File: config.mk
export PLATFORM = sky130hd
export DESIGN_NAME = bwfa_top
export DESIGN_NICKNAME = d
export VERILOG_FILES = /design/src/rtl/bwfa_status_bits.v /design/src/rtl/bwfa_top.v
export VERILOG_INCLUDE_DIRS = /design/src /design/src/pkg
export SDC_FILE = /design/constraint.sdc
export NUM_CORES = 1
export LEC_CHECK = 0
export BUFFER_PORTS_ARGS = -buffer_cell sky130_fd_sc_hd__buf_4
export CORE_UTILIZATION = 40
export DETAILED_ROUTE_END_ITERATION = 10
export PLACE_DENSITY = 0.62
export SLEW_MARGIN = 20
export SYNTH_ARGS = -nofsm -noshare
export SYNTH_HDL_FRONTEND = slang
export SYNTH_SLANG_ARGS = --single-unit
File: constraint.sdc
create_clock -name clk -period 6.65 [get_ports clk]
set_input_delay 0 -clock clk [delete_from_list [all_inputs] [get_ports clk]]
set_output_delay 0 -clock clk [all_outputs]
set_load 0.005 [all_outputs]
File: src/pkg/bwfa_defines.vh
// constants for the boot watchdog and fault alert block
// assumes inclusion by bare name from the design files
`ifndef BWFA_DEFINES_VH
`define BWFA_DEFINES_VH

// clock and timeout
`define BWFA_CLK_MHZ        125
`define BWFA_TIMEOUT_MIN    26
// cycles = minutes * 60 * 1e6 * MHz, rounded down as a longest time
`define BWFA_TIMEOUT_CYC    (38'd26 * 38'd60 * 38'd1000000 * 38'd125)
`define BWFA_CNT_W          38

// processor count and index width
`define BWFA_NUM_CPU        4
`define BWFA_CPU_W          2

// counts of chassis inputs
`define BWFA_NUM_FAN        4
`define BWFA_NUM_PSU        3
`define BWFA_NUM_DOOR       2

// watchdog states
`define BWFA_ST_SELFTEST    2'h0
`define BWFA_ST_COUNT       2'h1
`define BWFA_ST_DONE        2'h2
`define BWFA_ST_LASTBAD     2'h3

`endif

File: src/rtl/bwfa_status_bits.v
// sticky status store: one bit per entry, set by hardware, cleared by reset only
// assumes one clock and an asynchronous active-low reset
`timescale 1ns/1ns
`default_nettype none

module bwfa_status_bits #(
  parameter WIDTH = 8
) (
  // clock and reset
  input  wire             clk,
  input  wire             rst_b,
  // set requests
  input  wire [WIDTH-1:0] set_i,
  // held bits
  output wire [WIDTH-1:0] bits_o
);

  reg [WIDTH-1:0] bits_q;

  genvar g;
  generate
    for (g = 0; g < WIDTH; g = g + 1) begin : g_bit
      always @(posedge clk or negedge rst_b) begin
        if (!rst_b) begin
          bits_q[g] <= 1'b0;
        end else if (set_i[g]) begin
          bits_q[g] <= 1'b1;
        end
      end
    end
  endgenerate

  assign bits_o = bits_q;

endmodule

`default_nettype wire

File: src/rtl/bwfa_top.v
// boot watchdog with processor hand-over, and chassis fault alert gathering
// assumes synchronous inputs, one 125 MHz clock, asynchronous active-low reset
`timescale 1ns/1ns
`include "bwfa_defines.vh"
`default_nettype none

// Notes on behaviour
// - the four fan failure lines are ORed into one fan alert
// - either chassis switch open raises the security breach alert
// - supply fault lamp lights when any installed supply reports a fault
// - a presence bit is kept beside each supply fault bit
// - watchdog loads once the acting processor passes self test and counts down without software
// - timeout fixed near 26 minutes; no software control of it
// - reaching zero before disable marks the acting processor faulty
// - a processor failing self test is faulty and skipped
// - a faulty acting processor is removed; role moves to the next
// - when all are faulty, boot with the processor marked faulty last
module bwfa_top #(
  parameter        NUM_CPU     = `BWFA_NUM_CPU,
  parameter        NUM_FAN     = `BWFA_NUM_FAN,
  parameter        NUM_PSU     = `BWFA_NUM_PSU,
  parameter [37:0] TIMEOUT_CYC = `BWFA_TIMEOUT_CYC
) (
  // clock and reset
  input  wire                    clk,
  input  wire                    rst_b,
  // chassis inputs
  input  wire [NUM_FAN-1:0]      fan_fail,
  input  wire                    cover_open,
  input  wire                    bay_door_open,
  input  wire [NUM_PSU-1:0]      psu_fault,
  input  wire [NUM_PSU-1:0]      psu_present,
  // processor side
  input  wire [NUM_CPU-1:0]      cpu_installed,
  input  wire [NUM_CPU-1:0]      processor_self_test_fail,
  input  wire                    wdog_disable,
  // alerts
  output reg                     fan_alert,
  output reg                     breach_alert,
  output reg                     psu_fault_led,
  output wire [NUM_PSU-1:0]      psu_fault_status,
  output wire [NUM_PSU-1:0]      psu_present_status,
  output wire                    fan_alert_status,
  output wire                    breach_alert_status,
  // boot role
  output reg  [`BWFA_CPU_W-1:0]  boot_processor_role,
  output reg  [NUM_CPU-1:0]      cpu_enable,
  output wire [NUM_CPU-1:0]      cpu_fault_status,
  output reg                     fault_resilient_boot_done,
  output reg                     all_cpu_faulty,
  output reg  [`BWFA_CNT_W-1:0]  wdog_count
);

  localparam ST_SELFTEST = `BWFA_ST_SELFTEST;
  localparam ST_COUNT    = `BWFA_ST_COUNT;
  localparam ST_DONE     = `BWFA_ST_DONE;
  localparam ST_LASTBAD  = `BWFA_ST_LASTBAD;
  localparam SW          = 2 * NUM_PSU + NUM_CPU + 2;

  reg  [1:0]             state_q;
  reg  [1:0]             state_d;
  reg  [`BWFA_CNT_W-1:0] cnt_q;
  reg  [`BWFA_CNT_W-1:0] cnt_d;
  reg  [`BWFA_CPU_W-1:0] cur_q;
  reg  [`BWFA_CPU_W-1:0] cur_d;
  reg  [`BWFA_CPU_W-1:0] last_q;
  reg  [`BWFA_CPU_W-1:0] last_d;
  reg  [NUM_CPU-1:0]     bad_q;
  reg  [NUM_CPU-1:0]     bad_d;
  reg  [`BWFA_CPU_W-1:0] next_idx;
  reg                    next_ok;
  reg  [`BWFA_CPU_W-1:0] cand;
  wire [NUM_CPU-1:0]     usable;
  wire [SW-1:0]          sticky;
  wire                   fan_any;
  wire                   breach_any;
  wire                   psu_any;
  wire [NUM_CPU-1:0]     sel_onehot;
  wire [NUM_CPU-1:0]     en_d;
  wire                   lastbad_d;
  wire                   done_d;
  genvar                 g;
  integer                i;

  assign fan_any    = |fan_fail;
  assign breach_any = cover_open | bay_door_open;
  assign psu_any    = |(psu_fault & psu_present);
  assign usable     = cpu_installed & ~bad_q;

  // search the next usable processor after the current one
  always @* begin
    next_idx = cur_q;
    next_ok  = 1'b0;
    cand     = cur_q;
    for (i = 1; i <= NUM_CPU; i = i + 1) begin
      cand = cur_q + i[`BWFA_CPU_W-1:0];
      if (!next_ok && usable[cand]) begin
        next_idx = cand;
        next_ok  = 1'b1;
      end
    end
  end

  // watchdog and hand-over
  always @* begin
    state_d = state_q;
    cnt_d   = cnt_q;
    cur_d   = cur_q;
    last_d  = last_q;
    bad_d   = bad_q;
    case (state_q)
      ST_SELFTEST: begin
        if (!usable[cur_q] || processor_self_test_fail[cur_q]) begin
          if (cpu_installed[cur_q]) begin
            bad_d[cur_q] = 1'b1;
            last_d       = cur_q;
          end
          if (next_ok && next_idx != cur_q) begin
            cur_d = next_idx;
          end else begin
            state_d = ST_LASTBAD;
            cur_d   = cpu_installed[cur_q] ? cur_q : last_q;
          end
        end else begin
          state_d = ST_COUNT;
          cnt_d   = TIMEOUT_CYC[`BWFA_CNT_W-1:0];
        end
      end
      ST_COUNT: begin
        if (wdog_disable) begin
          state_d = ST_DONE;
        end else if (cnt_q == {`BWFA_CNT_W{1'b0}}) begin
          bad_d[cur_q] = 1'b1;
          last_d       = cur_q;
          state_d      = ST_SELFTEST;
        end else begin
          cnt_d = cnt_q - {{(`BWFA_CNT_W-1){1'b0}}, 1'b1};
        end
      end
      ST_DONE: begin
        state_d = ST_DONE;
      end
      ST_LASTBAD: begin
        cur_d   = last_q;
        state_d = ST_LASTBAD;
      end
      default: begin
        state_d = ST_SELFTEST;
      end
    endcase
  end

  // decoded next state
  assign lastbad_d  = (state_d == ST_LASTBAD);
  assign done_d     = (state_d == ST_DONE) || lastbad_d;
  assign sel_onehot = {{(NUM_CPU-1){1'b0}}, 1'b1} << cur_d;

  // per-processor enable for the next cycle
  generate
    for (g = 0; g < NUM_CPU; g = g + 1) begin : g_en
      assign en_d[g] = lastbad_d ? sel_onehot[g] : (cpu_installed[g] & ~bad_d[g]);
    end
  endgenerate

  // watchdog state
  always @(posedge clk or negedge rst_b) begin
    if (!rst_b) begin
      state_q <= ST_SELFTEST;
    end else begin
      state_q <= state_d;
    end
  end

  // watchdog counter
  always @(posedge clk or negedge rst_b) begin
    if (!rst_b) begin
      cnt_q <= {`BWFA_CNT_W{1'b0}};
    end else begin
      cnt_q <= cnt_d;
    end
  end

  // acting processor index
  always @(posedge clk or negedge rst_b) begin
    if (!rst_b) begin
      cur_q <= {`BWFA_CPU_W{1'b0}};
    end else begin
      cur_q <= cur_d;
    end
  end

  // processor marked faulty last
  always @(posedge clk or negedge rst_b) begin
    if (!rst_b) begin
      last_q <= {`BWFA_CPU_W{1'b0}};
    end else begin
      last_q <= last_d;
    end
  end

  // fault marks
  always @(posedge clk or negedge rst_b) begin
    if (!rst_b) begin
      bad_q <= {NUM_CPU{1'b0}};
    end else begin
      bad_q <= bad_d;
    end
  end

  // fan alert output
  always @(posedge clk or negedge rst_b) begin
    if (!rst_b) begin
      fan_alert <= 1'b0;
    end else begin
      fan_alert <= fan_any;
    end
  end

  // breach alert output
  always @(posedge clk or negedge rst_b) begin
    if (!rst_b) begin
      breach_alert <= 1'b0;
    end else begin
      breach_alert <= breach_any;
    end
  end

  // supply fault lamp
  always @(posedge clk or negedge rst_b) begin
    if (!rst_b) begin
      psu_fault_led <= 1'b0;
    end else begin
      psu_fault_led <= psu_any;
    end
  end

  // acting boot processor
  always @(posedge clk or negedge rst_b) begin
    if (!rst_b) begin
      boot_processor_role <= {`BWFA_CPU_W{1'b0}};
    end else begin
      boot_processor_role <= cur_d;
    end
  end

  // processor enables
  always @(posedge clk or negedge rst_b) begin
    if (!rst_b) begin
      cpu_enable <= {NUM_CPU{1'b0}};
    end else begin
      cpu_enable <= en_d;
    end
  end

  // boot finished flag
  always @(posedge clk or negedge rst_b) begin
    if (!rst_b) begin
      fault_resilient_boot_done <= 1'b0;
    end else begin
      fault_resilient_boot_done <= done_d;
    end
  end

  // fallback mode flag
  always @(posedge clk or negedge rst_b) begin
    if (!rst_b) begin
      all_cpu_faulty <= 1'b0;
    end else begin
      all_cpu_faulty <= lastbad_d;
    end
  end

  // visible watchdog count
  always @(posedge clk or negedge rst_b) begin
    if (!rst_b) begin
      wdog_count <= {`BWFA_CNT_W{1'b0}};
    end else begin
      wdog_count <= cnt_d;
    end
  end

  // sticky status store
  bwfa_status_bits #(
    .WIDTH (SW)
  ) u_status (
    .clk    (clk),
    .rst_b  (rst_b),
    .set_i  ({bad_q, psu_present, psu_fault & psu_present,
              breach_any, fan_any}),
    .bits_o (sticky)
  );

  assign fan_alert_status    = sticky[0];
  assign breach_alert_status = sticky[1];
  assign psu_fault_status    = sticky[2 +: NUM_PSU];
  assign psu_present_status  = sticky[2 + NUM_PSU +: NUM_PSU];
  assign cpu_fault_status    = sticky[2 + 2 * NUM_PSU +: NUM_CPU];

endmodule

`default_nettype wire

# Yosys cells after proc, flatten, opt, wreduce, memory -nomap -nowiden

Index checks and enable logic that the tools add are counted.

Register bits after elaboration: 69
Latch bits: 0
RAM bits: 0
Memory bits (read-only): 0
Input bits: 23
Word-level logic and storage cells: 123
Memories kept: 0

Add/subtract/negate cells: 4
$mul: 0
Div/mod/pow operators: 0
$lt $le $gt $ge: 5
Equal/unequal tests: 11
Shift-type cells: 1
Multiplexer cells: 48
Bitwise gates (word level): 13
Reductions and logical operators: 18

Operators with widths:

| cell                                                                         | number |
|---|---|
| 38-bit two-way mux                                                           | 3 |
| 38-bit one-hot mux with 2 select lines                                       | 1 |
| 38-bit zero test                                                             | 1 |
| 38-bit by 1-bit subtractor with 38-bit output, second input constant         | 1 |
| 2-bit two-way mux                                                            | 14 |
| 4-bit two-way mux                                                            | 4 |
| 1-bit two-way mux                                                            | 15 |
| 1-bit binary-select mux with 2-bit select                                    | 6 |
| 2-bit by 3-bit less-than comparator with 1-bit output, second input constant | 4 |
| 2-bit != test, second input constant                                         | 5 |
| 2-bit equality test, second input constant                                   | 4 |
| 2-bit one-hot mux with 2 select lines                                        | 2 |
| 2-bit one-hot mux with 4 select lines                                        | 1 |
| 4-bit one-hot mux with 2 select lines                                        | 1 |
| 4-bit AND reduction                                                          | 2 |
| 1-bit logical AND                                                            | 5 |
| 2-bit adder, second input constant                                           | 2 |
| 1-bit bitwise AND                                                            | 4 |
| 4-bit bitwise AND                                                            | 1 |
| 1-bit zero test                                                              | 4 |
| 1-bit NOT                                                                    | 4 |
| 4-bit NOT                                                                    | 1 |
| 4-bit bitwise OR                                                             | 1 |
| 4-bit OR reduction                                                           | 1 |
| 12 further kinds                                                             | 13 |

# Depth between registers and ports, before layout

Depth in word-level cells: 21
Mapped depth: 10

# Cells and area by module

A second synthesis with hierarchy kept.

Cells, all modules: 397
Area total of the unflattened synthesis: 3849.9 sq um

By module, submodules not included:

| module           | times used | cells an instance | area an instance (sq um) | sequential area each (sq um) |
|---|---|---|---|---|
| bwfa_top         | 1          | 373               | 3474.6                   | 1401.3 |
| bwfa_status_bits | 1          | 24                | 375.4                    | 300.3 |

# Worst setup path after synthesis

OpenSTA, ideal clock, no wires.

Path kind: flip-flop to flip-flop
From: reg boot_processor_role[0] (netlist name)
To: reg cpu_enable[0]
Setup time: 0.125 ns
Arrival: 2.542 ns
Required time: 6.525 ns
Path slack: 3.983 ns
Stages on the path, launching flop included: 10
Path buffers: 1
Path through: dfrtp_1 > clkbuf_1 > inv_1 > ha_1 > mux2_2 > a221oi_1 > or4_1 > nand3_1 > nor2_1 > mux2_2

RTL lines:

| what                   | RTL line       | source |
|---|---|---|
| end signal: assignment | bwfa_top.v:249 | `cpu_enable <= {NUM_CPU{1'b0}};` |
| end signal: assignment | bwfa_top.v:251 | `cpu_enable <= en_d;` |
| end: declaration       | bwfa_top.v:47  | `output reg [NUM_CPU-1:0] cpu_enable,` |

==> impl_metrics.yaml <==
pwr:
  p_per_area_nw_per_um2: 164
  finalPower_w: 0.000785
  share_comb_of_total_power: 0.053
  p_leak_nw: 2.29
  clock_power_share: 0.417
  internal_power_w: 0.000584
  sw_frac_of_total: 0.257
  p_switching_w: 0.000202
  power.share.sequential: 0.530
  worst_ir_drop_vdd_v: 0.0000941
worst_setup_path:
  path_cells: "or4_4, nor4_4, nand4_4, o211ai_2, nor3_1, and4_1, o21ai_1"
  worst_path_largest_cell_delay_ps: 850
  worst_r2r_startpoint: "wdog_count[23]$_DFFE_PN0P_"
  wp_data_arrival_ps: 3420
  critical_path.max_fanout: 24
  setup.worst_path.start_class: "flip-flop"
  timing.critical_path.to_type: "flip-flop"
  worst-endpoint-required_ps: 6910
  worst-r2r-setup-slack_ps: 3490
  worstSetupPathType: "flip-flop to flip-flop"
  timing.critical_path.buf_inv: 0
  worst_setup_sp: "wdog_count[23]$_DFFE_PN0P_"
  cell_with_the_largest_stage_delay_on_the_worst_path: "sky130_fd_sc_hd__o211ai_2"
  path_delay_family: "simple AND/OR/NAND/NOR gates"
yosys:
  synthDistinctLibCells: 60
  most_common_flop_cell_mapped_by_yosys: "sky130_fd_sc_hd__dfrtp_1"
  synth_cells: 390
  post_synth_and_or_nand_nor_area_fraction: 0.253
  synth_edf_count: 0
  synth_compound_gate_area_share: 0.148
  synth_top_area_share: 0.450
  synthesis.area_per_instance_sq_um: 9.70
  synth_fp_nets: 422
  synth_xor_area_frac: 0.0463
  post-synth-top-area-cell: "sky130_fd_sc_hd__dfrtp_1"
  synth_top_family_by_area: "simple AND/OR/NAND/NOR gates"
  synth.yosys.warnings: 0
  synthAdderAreaFrac: 0.0298
  ys_async_sr_fraction: 1.00
  seq_area_frac_synth: 0.450
  muxShareOfSynthArea: 0.0443
  synth_area_leaders: "sky130_fd_sc_hd__dfrtp_1 45%, sky130_fd_sc_hd__nand2_1 4.2%, sky130_fd_sc_hd__nor2_1 3.2%"
  ys_seq_elements: 68
  netlist_area_sq_um: 3780
job:
  drv_cap: 0
route:
  wire_per_inst_um: 15.8
  routed_vias: 3309
  via_per_inst: 5.53
  wirelength_um: 9460
  antenna_left: 0
  drt_iter0_drc: 134
  drt_pass1_iterations: 4
  remaining_drc_errors: 0
timing:
  setup_viol_count_final: 0
  clock_skew_ps: 11.6
  report.final.slew_viol_count: 0
  unrepaired_setup_endpoints_after_global_routing: "no"
  max_slew.worst_pin.slew_ps: 1020
  finalCriticalPeriod_ps: 3160
  final_hold_viol_count: 0
  fin_tns_setup_ps: 0
  period_share: 0.475
  slew_headroom: 0.316
  timing.final.ws_setup_ps: 3490
  fmax_mhz: 316
cts:
  cts_tree: "yes"
  insertion_delay_ps: 360
  ctsLongestPathBuffers: 2
  cts.repair_timing.setup_buffer_count: 0
  clock_transition_at_the_registers_of_the_reported_paths_ps: 80
  h-tree-depth: 3
  clock_tree.root_cell: "sky130_fd_sc_hd__clkbuf_8"
  clock_sinks: 68
  tritoncts.num_buffers: 9
placement:
  setup_slack_placement_ps: 3480
  dpl.hpwl_um: 6350
  placement.io_buffers: 83
  place.detailed.instances: 569
  gp_routability_congestion: 0.817
die:
  die_width_um: 99.2
  number_of_standard_cell_rows_in_the_floorplan: 35
  die_area_sq_um: 9850
  floorplan.initialDensity: 0.411
  area_inside_the_core_boundary_sq_um: 9200
  boundaryPins: 84
  die_h_um: 99.2
finish:
  layout-area-overhead-vs-synth_pct: 26.8
  layoutNonFillerInstCount: 598
  final.fill_count: 842
  final_antenna_diode_count: 0
  nNetsFinal: 514
  share_of_cells_above_drive_strength_1: 0.265
  postLayoutCoreUtil: 0.521
grt:
  globalRouteTotalUtil: 0.201
  grt.overflow.total: 0
  grt_antenna_before_repair: 0
  maximum_number_of_pins_on_one_net_before_global_route_repair: 69
  wire_length_of_the_first_global_routing_pass_um: 15700
  first_global_vias: 3192
min_path:
  startpoint_of_the_most_critical_hold_path: "wdog_disable"
  hp-class: "input port to flip-flop"
run_status:
  outcome: "completed"
## flip-flops by register name, indices dropped and copies added (netlist names), 2 cells and up
signal               count
boot_processor_role      2
wdog_count              38
cpu_enable               4
last_q                   2
bad_q                    4
u_status.bits_o         12
## worst reg2reg max path: stages (launching register included)
cell and delay (ps):
sky130_fd_sc_hd__dfrtp_1 460, sky130_fd_sc_hd__or4_4 600, sky130_fd_sc_hd__nor4_4 320, sky130_fd_sc_hd__nand4_4 230, sky130_fd_sc_hd__o211ai_2 860, sky130_fd_sc_hd__nor3_1 230, sky130_fd_sc_hd__and4_1 270, sky130_fd_sc_hd__o21ai_1 110
## cells in the mapped netlist, types with 10 or more instances
| cell type | n |
|---|---|
| sky130_fd_sc_hd__nand3_1 | 13 |
| sky130_fd_sc_hd__xnor2_1 | 12 |
| sky130_fd_sc_hd__nor2_1 | 32 |
| sky130_fd_sc_hd__o21ai_0 | 11 |
| sky130_fd_sc_hd__nand2_1 | 42 |
| sky130_fd_sc_hd__nor3_1 | 13 |
| sky130_fd_sc_hd__nand2b_1 | 11 |
| sky130_fd_sc_hd__mux2i_1 | 10 |
| sky130_fd_sc_hd__a21oi_1 | 20 |
| sky130_fd_sc_hd__or2_2 | 10 |
| sky130_fd_sc_hd__dfrtp_1 | 68 |
| sky130_fd_sc_hd__inv_1 | 11 |
| sky130_fd_sc_hd__or4_1 | 11 |
## cells in the final DEF, fill, tap and decap left out, types with 10 or more instances in the layout
master | synthesis | routed
sky130_fd_sc_hd__nor2_1 | 32 | 32
sky130_fd_sc_hd__nand3_1 | 13 | 13
sky130_fd_sc_hd__dfrtp_1 | 68 | 68
sky130_fd_sc_hd__or4_1 | 11 | 11
sky130_fd_sc_hd__clkbuf_8 | 0 | 10
sky130_fd_sc_hd__a21oi_1 | 20 | 20
sky130_fd_sc_hd__buf_4 | 0 | 83
sky130_fd_sc_hd__dlygate4sd3_1 | 0 | 13
sky130_fd_sc_hd__mux2i_1 | 10 | 10
sky130_fd_sc_hd__o21ai_0 | 11 | 11
sky130_fd_sc_hd__inv_1 | 11 | 11
sky130_fd_sc_hd__nand2b_1 | 11 | 11
sky130_fd_sc_hd__xnor2_1 | 12 | 12
sky130_fd_sc_hd__nand2_1 | 42 | 42
sky130_fd_sc_hd__or2_2 | 10 | 10
sky130_fd_sc_hd__nor3_1 | 13 | 13
## stage by stage
stage          hold slack [ps]  cell area (sq um)
2_1_floorplan             -296               3780
3_3_place_gp               178               4480
3_5_place_dp               176               4480
4_1_cts                   12.9               4800
5_1_grt                   19.2               4800
6_report                  24.0               4800
## repair_timing
action	4_1_cts	5_1_grt
hold buffers	13	0
resized for setup	0	0
hold endpoints to repair	79	0
## layer usage
layer  routed length (um)  vias to the layer above  track usage
met1                 4280                     1591        0.253
met5                    0                        -            0
met3                  514                       16       0.0569
met2                 4510                       96        0.339
li1                     -                     1606            -
met4                  154                        0       0.0554
## logic make-up (layout without fill, tap and decap cells)
family	Yosys count	after routing
xor+xnor	20	20
compound gates	79	79
flops	68	68
fa+ha+maj	9	9
simple gates	173	173
buf+inv	27	124
mux	14	14
## power by group through the flow
stage	logic, W	clock network, W	registers (W)
finish	0.0000419	0.000327	0.000416
global route	0.0000467	0.000354	0.000416
CTS	0.0000423	0.000340	0.000416
detailed placement	0.0000368	0	0.000424
global placement	0.0000366	0	0.000424
floorplan	0.0000106	0	0.000425
## final timing paths
kind | to | cells after the start
min reg2reg | u_status.bits_o[4]$_DFFE_PN0P_ | 1
max | wdog_count[37]$_DFFE_PN0P_ | 7
min | state_q[0]$_DFF_PN0_ | 3
max reg2reg | wdog_count[37]$_DFFE_PN0P_ | 7
max in group asynchronous | cpu_enable[2]$_DFF_PN0_ | 2
min in group asynchronous | wdog_count[9]$_DFFE_PN0P_ | 2
## final cells by class
| cell class | count | area (sq um) | share of cell area |
|---|---|---|---|
| repair buffers | 96 | 753 | 0.157 |
| well taps | 111 | 139 | 0.0290 |
| clock inverters | 6 | 47.5 | 0.00991 |
| multi-input cells | 295 | 1970 | 0.411 |
| inverters | 12 | 45.0 | 0.00939 |
| clock buffers | 10 | 138 | 0.0287 |
| flip-flops and latches | 68 | 1700 | 0.355 |
Power figures use the tool's default switching activity.
